**config.mk**
```make
export PLATFORM = sky130hd
export DESIGN_NAME = aop_output_port
export DESIGN_NICKNAME = d
export VERILOG_FILES = /design/src/aop_pkg.sv /design/src/aop_serial_tx.sv /design/src/aop_output_port.sv
export VERILOG_INCLUDE_DIRS = /design/src
export SDC_FILE = /design/constraint.sdc
export NUM_CORES = 1
export LEC_CHECK = 0
export BUFFER_PORTS_ARGS = -buffer_cell sky130_fd_sc_hd__buf_4
export CORE_UTILIZATION = 30
export DETAILED_ROUTE_END_ITERATION = 12
export PLACE_DENSITY = 0.53
export RECOVER_POWER = 100
export SYNTH_ARGS = -nofsm -noshare
export SYNTH_HDL_FRONTEND = slang
export SYNTH_SLANG_ARGS = --single-unit
```
**constraint.sdc**
```tcl
create_clock -name clk -period 2.9 [get_ports clk]
set_input_delay 0 -clock clk [delete_from_list [all_inputs] [get_ports clk]]
set_output_delay 0 -clock clk [all_outputs]
set_load 0.01 [all_outputs]
```
**src/aop_defs.svh**
```systemverilog
// Purpose: constants of the converter output port
// Assumes: 200 MHz core clock
// Notes:   timing counts derive from printed nanosecond figures
`ifndef AOP_DEFS_SVH
`define AOP_DEFS_SVH

// ****************************************
// clock and timing
// ****************************************
`define AOP_CLK_MHZ       200
`define AOP_CYC_CEIL(ns)  ((((ns) * `AOP_CLK_MHZ) + 999) / 1000)
`define AOP_T_PER0_NS     25
`define AOP_T_PER1_NS     50
`define AOP_T_PER2_NS     100
`define AOP_T_PER3_NS     200
`define AOP_CNT_W         6
`define AOP_PER0_CYC      6'(`AOP_CYC_CEIL(`AOP_T_PER0_NS))
`define AOP_PER1_CYC      6'(`AOP_CYC_CEIL(`AOP_T_PER1_NS))
`define AOP_PER2_CYC      6'(`AOP_CYC_CEIL(`AOP_T_PER2_NS))
`define AOP_PER3_CYC      6'(`AOP_CYC_CEIL(`AOP_T_PER3_NS))

// ****************************************
// word and pin layout
// ****************************************
`define AOP_RES_W         16
`define AOP_BITS_LAST     4'hF
`define AOP_PIN_CLKSRC    4
`define AOP_PIN_SYNCPOL   5
`define AOP_PIN_RDTIME    7
`define AOP_PIN_SERIAL_RESULT_OUT     8
`define AOP_PIN_SCLK      9
`define AOP_PIN_SYNC      10
`define AOP_PIN_DIV_LO    2
`define AOP_PIN_DIV_HI    3

// ****************************************
// register port
// ****************************************
`define AOP_ADDR_CTRL     4'h0
`define AOP_ADDR_STATUS   4'h1
`define AOP_ADDR_RESULT   4'h2
`define AOP_CTRL_REPLAY   0

`endif

```
**src/aop_pkg.sv**
```systemverilog
// Purpose: types of the converter output port
// Assumes: aop_defs.svh for widths
// Notes:   status register packs aop_modes_t in its low bits
package aop_pkg;

  typedef enum logic [1:0] {
    AOP_TX_IDLE  = 2'h0,
    AOP_TX_SHIFT = 2'h1,
    AOP_TX_DONE  = 2'h3
  } aop_tx_state_t;

  typedef struct packed {
    logic [1:0] divider;
    logic       byte_swap;
    logic       coding_binary;
    logic       master_rac;
    logic       read_during;
    logic       sync_act_low;
    logic       clk_ext;
    logic       serial;
  } aop_modes_t;

  typedef struct packed {
    logic        wr;
    logic        rd;
    logic [3:0]  addr;
    logic [15:0] wdata;
  } aop_reg_req_t;

endpackage

```
**src/aop_serial_tx.sv**
```systemverilog
// Purpose: serial shifter with internal clock divider or external clock
// Assumes: ext_sclk is synchronous to clk
// Notes:   data advance on internal falling or external rising edges
`timescale 1ns/100ps
`default_nettype none
`include "aop_defs.svh"

module aop_serial_tx (
  // clock and reset
  input  wire logic                  clk,
  input  wire logic                  reset,
  // word to send
  input  wire logic                  start,
  input  wire logic [15:0]           word,
  // clocking choice
  input  wire logic                  clk_internal,
  input  wire logic [1:0]            divider,
  input  wire logic                  ext_sclk,
  // serial signals
  output logic                       sclk_out,
  output logic                       sd_out,
  output logic                       frame_act,
  output logic                       busy
);

  aop_pkg::aop_tx_state_t state;
  aop_pkg::aop_tx_state_t next_state;
  logic [15:0]            shreg;
  logic [3:0]             bits_left;
  logic [`AOP_CNT_W-1:0]  ph;
  logic [`AOP_CNT_W-1:0]  per_q;
  logic                   int_q;
  logic                   ext_q;

  // ****************************************
  // edge decode
  // ****************************************
  wire [`AOP_CNT_W-1:0] per_sel  = (divider == 2'h0) ? `AOP_PER0_CYC :
                                   (divider == 2'h1) ? `AOP_PER1_CYC :
                                   (divider == 2'h2) ? `AOP_PER2_CYC : `AOP_PER3_CYC;
  wire [`AOP_CNT_W-1:0] hi_cyc   = `AOP_CNT_W'((per_q + `AOP_CNT_W'(1)) >> 1);
  wire [`AOP_CNT_W-1:0] lo_cyc   = per_q - hi_cyc;
  wire                  shifting = (state == aop_pkg::AOP_TX_SHIFT);
  wire                  ext_rise = ext_sclk & ~ext_q;
  wire                  int_rise = int_q & ~sclk_out & (ph == lo_cyc - `AOP_CNT_W'(1));
  wire                  int_fall = int_q & sclk_out & (ph == hi_cyc - `AOP_CNT_W'(1));
  wire                  advance  = shifting & (int_q ? int_fall : ext_rise);
  wire                  last     = advance & (bits_left == 4'h0);
  wire                  take     = start & (state == aop_pkg::AOP_TX_IDLE);

  assign busy = (state != aop_pkg::AOP_TX_IDLE);

  always_comb begin
    unique case (state)
      aop_pkg::AOP_TX_IDLE:  next_state = take ? aop_pkg::AOP_TX_SHIFT : aop_pkg::AOP_TX_IDLE;
      aop_pkg::AOP_TX_SHIFT: next_state = last ? aop_pkg::AOP_TX_DONE : aop_pkg::AOP_TX_SHIFT;
      aop_pkg::AOP_TX_DONE:  next_state = aop_pkg::AOP_TX_IDLE;
      default:               next_state = aop_pkg::AOP_TX_IDLE;
    endcase
  end

  // ****************************************
  // shift register and clock phase
  // ****************************************
  always_ff @(posedge clk) begin
    if (reset) begin
      state     <= aop_pkg::AOP_TX_IDLE;
      shreg     <= 16'h0000;
      bits_left <= 4'h0;
      ph        <= `AOP_CNT_W'(0);
      per_q     <= `AOP_PER0_CYC;
      int_q     <= 1'b0;
      ext_q     <= 1'b0;
      sclk_out  <= 1'b0;
      sd_out    <= 1'b0;
      frame_act <= 1'b0;
    end else begin
      state     <= next_state;
      ext_q     <= ext_sclk;
      frame_act <= (next_state == aop_pkg::AOP_TX_SHIFT);
      if (take) begin
        sd_out    <= word[15];
        shreg     <= {word[14:0], 1'b0};
        bits_left <= `AOP_BITS_LAST;
        per_q     <= per_sel;
        int_q     <= clk_internal;
        ph        <= `AOP_CNT_W'(0);
        sclk_out  <= 1'b0;
      end else if (shifting) begin
        ph <= (int_rise | int_fall) ? `AOP_CNT_W'(0) : ph + `AOP_CNT_W'(1);
        if (int_rise) begin
          sclk_out <= 1'b1;
        end
        if (int_fall) begin
          sclk_out <= 1'b0;
        end
        if (advance && !last) begin
          sd_out    <= shreg[15];
          shreg     <= {shreg[14:0], 1'b0};
          bits_left <= bits_left - 4'h1;
        end
      end
    end
  end

  // ****************************************
  // checks
  // ****************************************
  logic [`AOP_CNT_W-1:0] since_rise;
  logic                  seen_rise;
  always_ff @(posedge clk) begin
    if (reset || take) begin
      since_rise <= `AOP_CNT_W'(0);
      seen_rise  <= 1'b0;
    end else if (int_rise) begin
      since_rise <= `AOP_CNT_W'(1);
      seen_rise  <= 1'b1;
    end else if (since_rise != {`AOP_CNT_W{1'b1}}) begin
      since_rise <= since_rise + `AOP_CNT_W'(1);
    end
  end

  sclk_period_min_a: assert property (@(posedge clk) disable iff (reset)
    int_rise && seen_rise |-> since_rise >= per_q)
    else $error("internal serial clock period below minimum");

  msb_first_a: assert property (@(posedge clk) disable iff (reset)
    take |=> sd_out == $past(word[15]) && shreg == {$past(word[14:0]), 1'b0})
    else $error("serial word does not start with msb");

  slow_divider_a: assert property (@(posedge clk) disable iff (reset)
    take && divider == 2'h3 |=> per_q == `AOP_PER3_CYC)
    else $error("divider 11 did not select slowest period");

  ext_hold_a: assert property (@(posedge clk) disable iff (reset)
    shifting && !int_q && !ext_rise |=> $stable(sd_out) && !sclk_out)
    else $error("data moved without an external clock edge");

endmodule // aop_serial_tx

`default_nettype wire

```
**src/aop_output_port.sv**
```systemverilog
// Purpose: pin-configured parallel or serial result port of a 16-bit converter
// Assumes: select pins and pad inputs are synchronous to clk
// Notes:   pads are split into in, out and output enable
// Function
// - byte order select swaps result bytes on the parallel pads only
// - coding low inverts msb, twos complement
// - port type select picks parallel or serial
// - serial mode floats lines 0 and 1
// - parallel mode drives lines 2 and 3
// - master read after convert reads divider pins
// - other serial modes float and ignore them
// - line 4 selects internal or external clock
// - internal clock driven out, else follow host
// - line 5 sets frame sync polarity
// - divider sets 25/50/100/200 ns minimum period
// - serial result leaves msb first
`timescale 1ns/100ps
`default_nettype none
`include "aop_defs.svh"

module aop_output_port (
  // clock and reset
  input  wire logic                   clk,
  input  wire logic                   reset,
  // static select pins
  input  wire logic                   byte_order_select,
  input  wire logic                   output_coding_select,
  input  wire logic                   port_type_select,
  // converter core
  input  wire logic [`AOP_RES_W-1:0]  conv_result,
  input  wire logic                   conv_done,
  // data bus pads
  input  wire logic [15:0]            pad_in,
  output logic      [15:0]            pad_out,
  output logic      [15:0]            pad_oe,
  // register port
  input  wire aop_pkg::aop_reg_req_t  reg_req,
  output logic      [15:0]            reg_rdata
);

  // ****************************************
  // mode decode
  // ****************************************
  aop_pkg::aop_modes_t modes;

  // shared pins only mean something once serial mode is chosen
  wire serial_sel      = port_type_select;
  wire clk_ext_pin     = pad_in[`AOP_PIN_CLKSRC];
  wire sync_pol_pin    = pad_in[`AOP_PIN_SYNCPOL];
  wire rd_timing_pin   = pad_in[`AOP_PIN_RDTIME];
  wire master_rac      = serial_sel & ~clk_ext_pin & ~rd_timing_pin;
  wire [1:0] div_pins  = {pad_in[`AOP_PIN_DIV_HI], pad_in[`AOP_PIN_DIV_LO]};
  wire [1:0] eff_div   = master_rac ? div_pins : 2'h0;

  assign modes.divider       = eff_div;
  assign modes.byte_swap     = byte_order_select;
  assign modes.coding_binary = output_coding_select;
  assign modes.master_rac    = master_rac;
  assign modes.read_during   = serial_sel & ~clk_ext_pin & rd_timing_pin;
  assign modes.sync_act_low  = serial_sel & sync_pol_pin;
  assign modes.clk_ext       = serial_sel & clk_ext_pin;
  assign modes.serial        = serial_sel;

  // ****************************************
  // result formatting
  // ****************************************
  wire        msb_fmt  = conv_result[15] ^ ~modes.coding_binary;
  wire [15:0] fmt_word = {msb_fmt, conv_result[14:0]};
  wire [15:0] par_word = modes.byte_swap ? {fmt_word[7:0], fmt_word[15:8]} : fmt_word;

  logic [15:0] par_data;
  logic [15:0] last_word;

  always_ff @(posedge clk) begin
    if (reset) begin
      par_data  <= 16'h0000;
      last_word <= 16'h0000;
    end else if (conv_done) begin
      par_data  <= par_word;
      last_word <= fmt_word;
    end
  end

  // ****************************************
  // register port
  // ****************************************
  wire ctrl_hit   = reg_req.wr & (reg_req.addr == `AOP_ADDR_CTRL);
  wire replay_req = ctrl_hit & reg_req.wdata[`AOP_CTRL_REPLAY];
  wire tx_busy;
  wire [15:0] status_word = {6'h00, tx_busy, modes};
  wire [15:0] next_rdata  = ~reg_req.rd                      ? 16'h0000 :
                            (reg_req.addr == `AOP_ADDR_STATUS) ? status_word :
                            (reg_req.addr == `AOP_ADDR_RESULT) ? last_word : 16'h0000;

  // data is valid only the cycle after the read strobe
  always_ff @(posedge clk) begin
    if (reset) begin
      reg_rdata <= 16'h0000;
    end else begin
      reg_rdata <= next_rdata;
    end
  end

  // ****************************************
  // serial shifter
  // ****************************************
  // a result arriving while a word is still shifting is dropped, not queued
  wire        tx_start = modes.serial & ~tx_busy & (conv_done | replay_req);
  wire [15:0] tx_word  = conv_done ? fmt_word : last_word;
  wire        tx_sclk;
  wire        tx_sd;
  wire        tx_frame;

  aop_serial_tx u_tx (
    .clk          (clk),
    .reset        (reset),
    .start        (tx_start),
    .word         (tx_word),
    .clk_internal (~modes.clk_ext),
    .divider      (modes.divider),
    .ext_sclk     (pad_in[`AOP_PIN_SCLK]),
    .sclk_out     (tx_sclk),
    .sd_out       (tx_sd),
    .frame_act    (tx_frame),
    .busy         (tx_busy)
  );

  // ****************************************
  // pad mapping
  // ****************************************
  wire sync_level = tx_frame ^ modes.sync_act_low;
  wire sclk_drive = ~modes.clk_ext;
  wire sync_drive = ~modes.clk_ext;

  wire [15:0] ser_oe = (16'h0001 << `AOP_PIN_SERIAL_RESULT_OUT) |
                       ({15'h0000, sclk_drive} << `AOP_PIN_SCLK) |
                       ({15'h0000, sync_drive} << `AOP_PIN_SYNC);
  wire [15:0] ser_val = ({15'h0000, tx_sd} << `AOP_PIN_SERIAL_RESULT_OUT) |
                        ({15'h0000, tx_sclk} << `AOP_PIN_SCLK) |
                        ({15'h0000, sync_level} << `AOP_PIN_SYNC);

  // every line carries a result bit in parallel mode; serial owns three with the internal clock, only the data line with an external clock
  genvar gi;
  generate
    for (gi = 0; gi < 16; gi = gi + 1) begin : g_pad
      assign pad_out[gi] = modes.serial ? ser_val[gi] : par_data[gi];
      assign pad_oe[gi]  = modes.serial ? ser_oe[gi] : 1'b1;
    end
  endgenerate

  // ****************************************
  // checks
  // ****************************************
  byte_order_low_a: assert property (@(posedge clk) disable iff (reset)
    conv_done && !byte_order_select && !port_type_select ##1 !port_type_select
    |-> pad_out == $past(fmt_word))
    else $error("straight byte order not on pads");

  byte_order_swap_a: assert property (@(posedge clk) disable iff (reset)
    conv_done && byte_order_select && !port_type_select ##1 !port_type_select
    |-> pad_out[7:0] == $past(fmt_word[15:8]) && pad_out[15:8] == $past(fmt_word[7:0]))
    else $error("swapped byte order not on pads");

  coding_msb_a: assert property (@(posedge clk) disable iff (reset)
    conv_done |=> last_word[15] == ($past(conv_result[15]) ^ ~$past(output_coding_select))
                  && last_word[14:0] == $past(conv_result[14:0]))
    else $error("output coding of msb wrong");

  parallel_drive_a: assert property (@(posedge clk) disable iff (reset)
    !port_type_select |-> pad_oe == 16'hFFFF && pad_out[3:2] == par_data[3:2])
    else $error("parallel mode does not drive all lines");

  serial_float_a: assert property (@(posedge clk) disable iff (reset)
    port_type_select |-> pad_oe[1:0] == 2'h0 && pad_oe[`AOP_PIN_SERIAL_RESULT_OUT])
    else $error("serial mode drives lines 0 and 1");

  divider_gate_a: assert property (@(posedge clk) disable iff (reset)
    port_type_select && (clk_ext_pin || rd_timing_pin)
    |-> modes.divider == 2'h0 && pad_oe[3:2] == 2'h0)
    else $error("divider pins used outside master read after convert");

  clock_source_a: assert property (@(posedge clk) disable iff (reset)
    port_type_select |-> pad_oe[`AOP_PIN_SCLK] == ~pad_in[`AOP_PIN_CLKSRC]
                         && !pad_oe[`AOP_PIN_CLKSRC])
    else $error("serial clock direction does not follow line 4");

  sync_idle_level_a: assert property (@(posedge clk) disable iff (reset)
    port_type_select && !clk_ext_pin && !tx_busy && !tx_start ##1 port_type_select && !clk_ext_pin
    |-> pad_out[`AOP_PIN_SYNC] == pad_in[`AOP_PIN_SYNCPOL])
    else $error("idle frame sync level wrong for polarity");

  result_shift_a: assert property (@(posedge clk) disable iff (reset)
    conv_done && port_type_select && !tx_busy
    |=> pad_out[`AOP_PIN_SERIAL_RESULT_OUT] == $past(msb_fmt) && tx_busy)
    else $error("serial transfer did not begin with msb");

endmodule // aop_output_port

`default_nettype wire

```
==> reports/results.ini <==
[synthesis]
ys_seq_area_share_pct=40.7
synth_edf_count=0
ys_warn_count=0
yosysTopAreaCell=dfxtp_1
synth.top_cell.area_share_pct=40.7
synth_area_leaders=dfxtp_1, mux2i_1, nor2_1
syn_area_per_cell_um2=9.01
synth_cell_type_count=57
synth_cells=469
netlist_area_um2=4230
synth-seq-cells=86
async_flop_share_pct=0
ys.flop_type=dfxtp_1
synth_fp_nets=538

[route]
avgViaCountPerCell=4.98
drt-total-wl_um=11200
ant_nets=0
first_pass_iters=6
drt-wirelength-per-cell_um=15.2
drc=0
drt_iter0_drc=255
vias=3671

[placed_design]
postPlaceCellArea_um2=4950
place.gp.congestion=0.770
io_buffers=81
dp_hpwl_um=7880
pre_cts_ws_ns=0.00286

[timing]
setup_ws_ns=0.131
period_share_pct=95.5
hold_viol_final=1
min_period_ns=2.77
drv_slew=49
clock_skew_ns=0.00796
timing.fmax_mhz=361
hold-worst-slack_ns=-0.0000394
finalSetupViolCount=0
worst_slew_pin_slew_ns=2.58
max_slew_margin_pct=-72.0

[cells_and_area]
fillers=1430
final_layout_size_suffix_gt1_share_pct=14.0
final_cell_mix=dfxtp_1, nor2_1, clkbuf_1
fin_area_um2=5290
area_growth_pct=25.2
finish.utilization_pct=38.3
n_antenna_cell=0
final_common_cell=dfxtp_1
fin_nets=621

[critical_path]
reg2reg_depth=10
cp_data_arrival_time_ns=2.99
cp-end-kind=register
crit_path_cell_trace=ha_2 -> xor2_1 -> buf_4 -> o41ai_1 -> a211oi_2 -> a41o_2 -> a41oi_4 -> buf_4 -> nor3_1 -> a2111oi_2
path_buf_inv=2
critical_path.top_delay_family=compound AO/OA/AOI/OAI gates
critPathMaxStageDelay_ns=0.50
timing.rr.end=u_tx.bits_left[3]
worstSetupPathType=register to register
cp_max_fo=14
cpMostUsedCell=buf_4
ff2ff_setup_slack_ns=0.13
crit_path_start_kind=register
cp_slowest_cell=o41ai_1
critPathRequiredTime_ns=3.13
r2r-start=u_tx.per_q[0]

[global_routing]
grt_pass1_vias=3585
grt_use_met1_pct=21.4
grt.met3_usage_pct=2.22
antenna_found_initial=0
grt-busiest-layer=met2
overflow=0
grt.total_usage_pct=15.8
grt_pass1_wl_um=18100
grt_start_max_net_pins=66
met2_usage_pct=25.1

[min_path]
hp-start=reg_req[16]
min_path_cells=3
min_to=reg_rdata[9]
hold_class=input pin to register

[status]
violations=negative hold slack, max-capacitance violations, max-slew violations
status=finished with violations

[floorplan]
initial_core_util_pct=30.6
rows=43
fp.dieW_um=121
dieArea_um2=14600
die_h_um=121
ios=108
core_area_um2=13800

[clock_tree]
cts_made_buffers=9
clock_sinks=86
clkTransAtPathRegs_ns=0.06
root_buffer=clkbuf_16
cts_tree=done
cts_max_path_buffers=2
htree_levels=3
clock_latency_ns=0.34

[power]
p_per_area_nw_per_um2=534
p_leak_nw=2.11
ir_drop_v=0.000379

[job]
cap_violations=1

state kept, by name, indices dropped and copies added, names as in the netlist, 2 cells and up:
register and count:
last_word 16, par_data 16, reg_rdata 16, u_tx.shreg 15, u_tx.per_q 6, u_tx.ph 6
u_tx.bits_left 4, u_tx.state 2
what timing repair did:
| item | in CTS | in global routing |
|---|---|---|
| setup buffers | 0 | 2 |
| hold buffers | 21 | 0 |
| endpoints found under the setup margin | 1 | 24 |
| resized for setup | 1 | 3 |
| gates cloned | 0 | 0 |
| pin swaps | 0 | 1 |
| endpoints found under the hold margin | 24 | 0 |
routing by layer:
layer,routed length (µm),up-vias
li1,-,1844
met1,5340,1728
met2,5140,86
met3,519,13
met4,197,0
met5,0,-
worst max-delay path by stage:
stage | start | endpoint | cells after the start
after CTS | u_tx.per_q[1] | u_tx.sclk_out | 11
after detailed placement | u_tx.per_q[1] | u_tx.sclk_out | 11
after global placement | u_tx.per_q[1] | u_tx.sclk_out | 11
after floorplan | u_tx.per_q[1] | u_tx.sd_out | 9
after global routing | u_tx.per_q[1] | u_tx.sclk_out | 12
final | u_tx.per_q[0] | u_tx.bits_left[3] | 10
layout make-up:
cell class | count | area (µm²) | area share, %
Clock buffer | 9 | 225 | 4.26
Multi-Input combinational cell | 328 | 2260 | 42.6
Timing Repair Buffer | 119 | 754 | 14.3
Tap cell | 180 | 225 | 4.26
Inverter | 8 | 30.0 | 0.567
Sequential cell | 86 | 1720 | 32.6
Clock inverter | 7 | 78.8 | 1.49
tightest hold or removal path, stage by stage:
cell and delay [ns]:
buf_4 0.10, nand3b_1 0.10, a21oi_1 0.08
stage by stage:
step	hold WS (ns)	setup TNS, ns	std cells	total power, mW
floorplan	0.0776	0	469	1.53
global placement	0.232	0	698	1.66
detailed placement	0.231	0	698	1.67
CTS	0.00279	0	735	2.87
global route	0.0220	-0.000192	737	2.95
finish	-0.0000394	0	737	2.82
kinds of logic after synthesis:
logic type | count (synthesis) | share of synthesized area [%]
xor+xnor | 19 | 3.94
other cells | 1 | 0.0887
fa+ha+maj | 9 | 2.66
flops | 86 | 40.7
simple gates | 166 | 20.6
mux | 34 | 8.11
buf+inv | 55 | 6.21
compound gates | 99 | 17.7
power by group:
part	switching [mW]	internal [mW]
logic	0.203	0.166
clock network	0.499	0.678
registers	0.0355	1.24
synth_stat cells, drive strengths merged (2+ instances only):
cell	n
ha	9
o21ai	5
nor4	2
buf	21
a21oi	28
a41oi	2
inv	8
mux2i	32
o311a	12
nand4	5
nand2	18
nor2	54
nor3	16
nor4b	2
o211ai	4
nand4b	2
dfxtp	86
xor2	8
nand2b	2
nor3b	4
a211oi	20
a21o	4
nor2b	18
a22o	6
nand3	6
a31oi	2
o31ai	2
or3	15
o21bai	2
and2	11
or2	4
clkbuf	26
xnor2	11
nand3b	4
mux2	2
a2111oi	2
(Power assumes the default switching activity.)
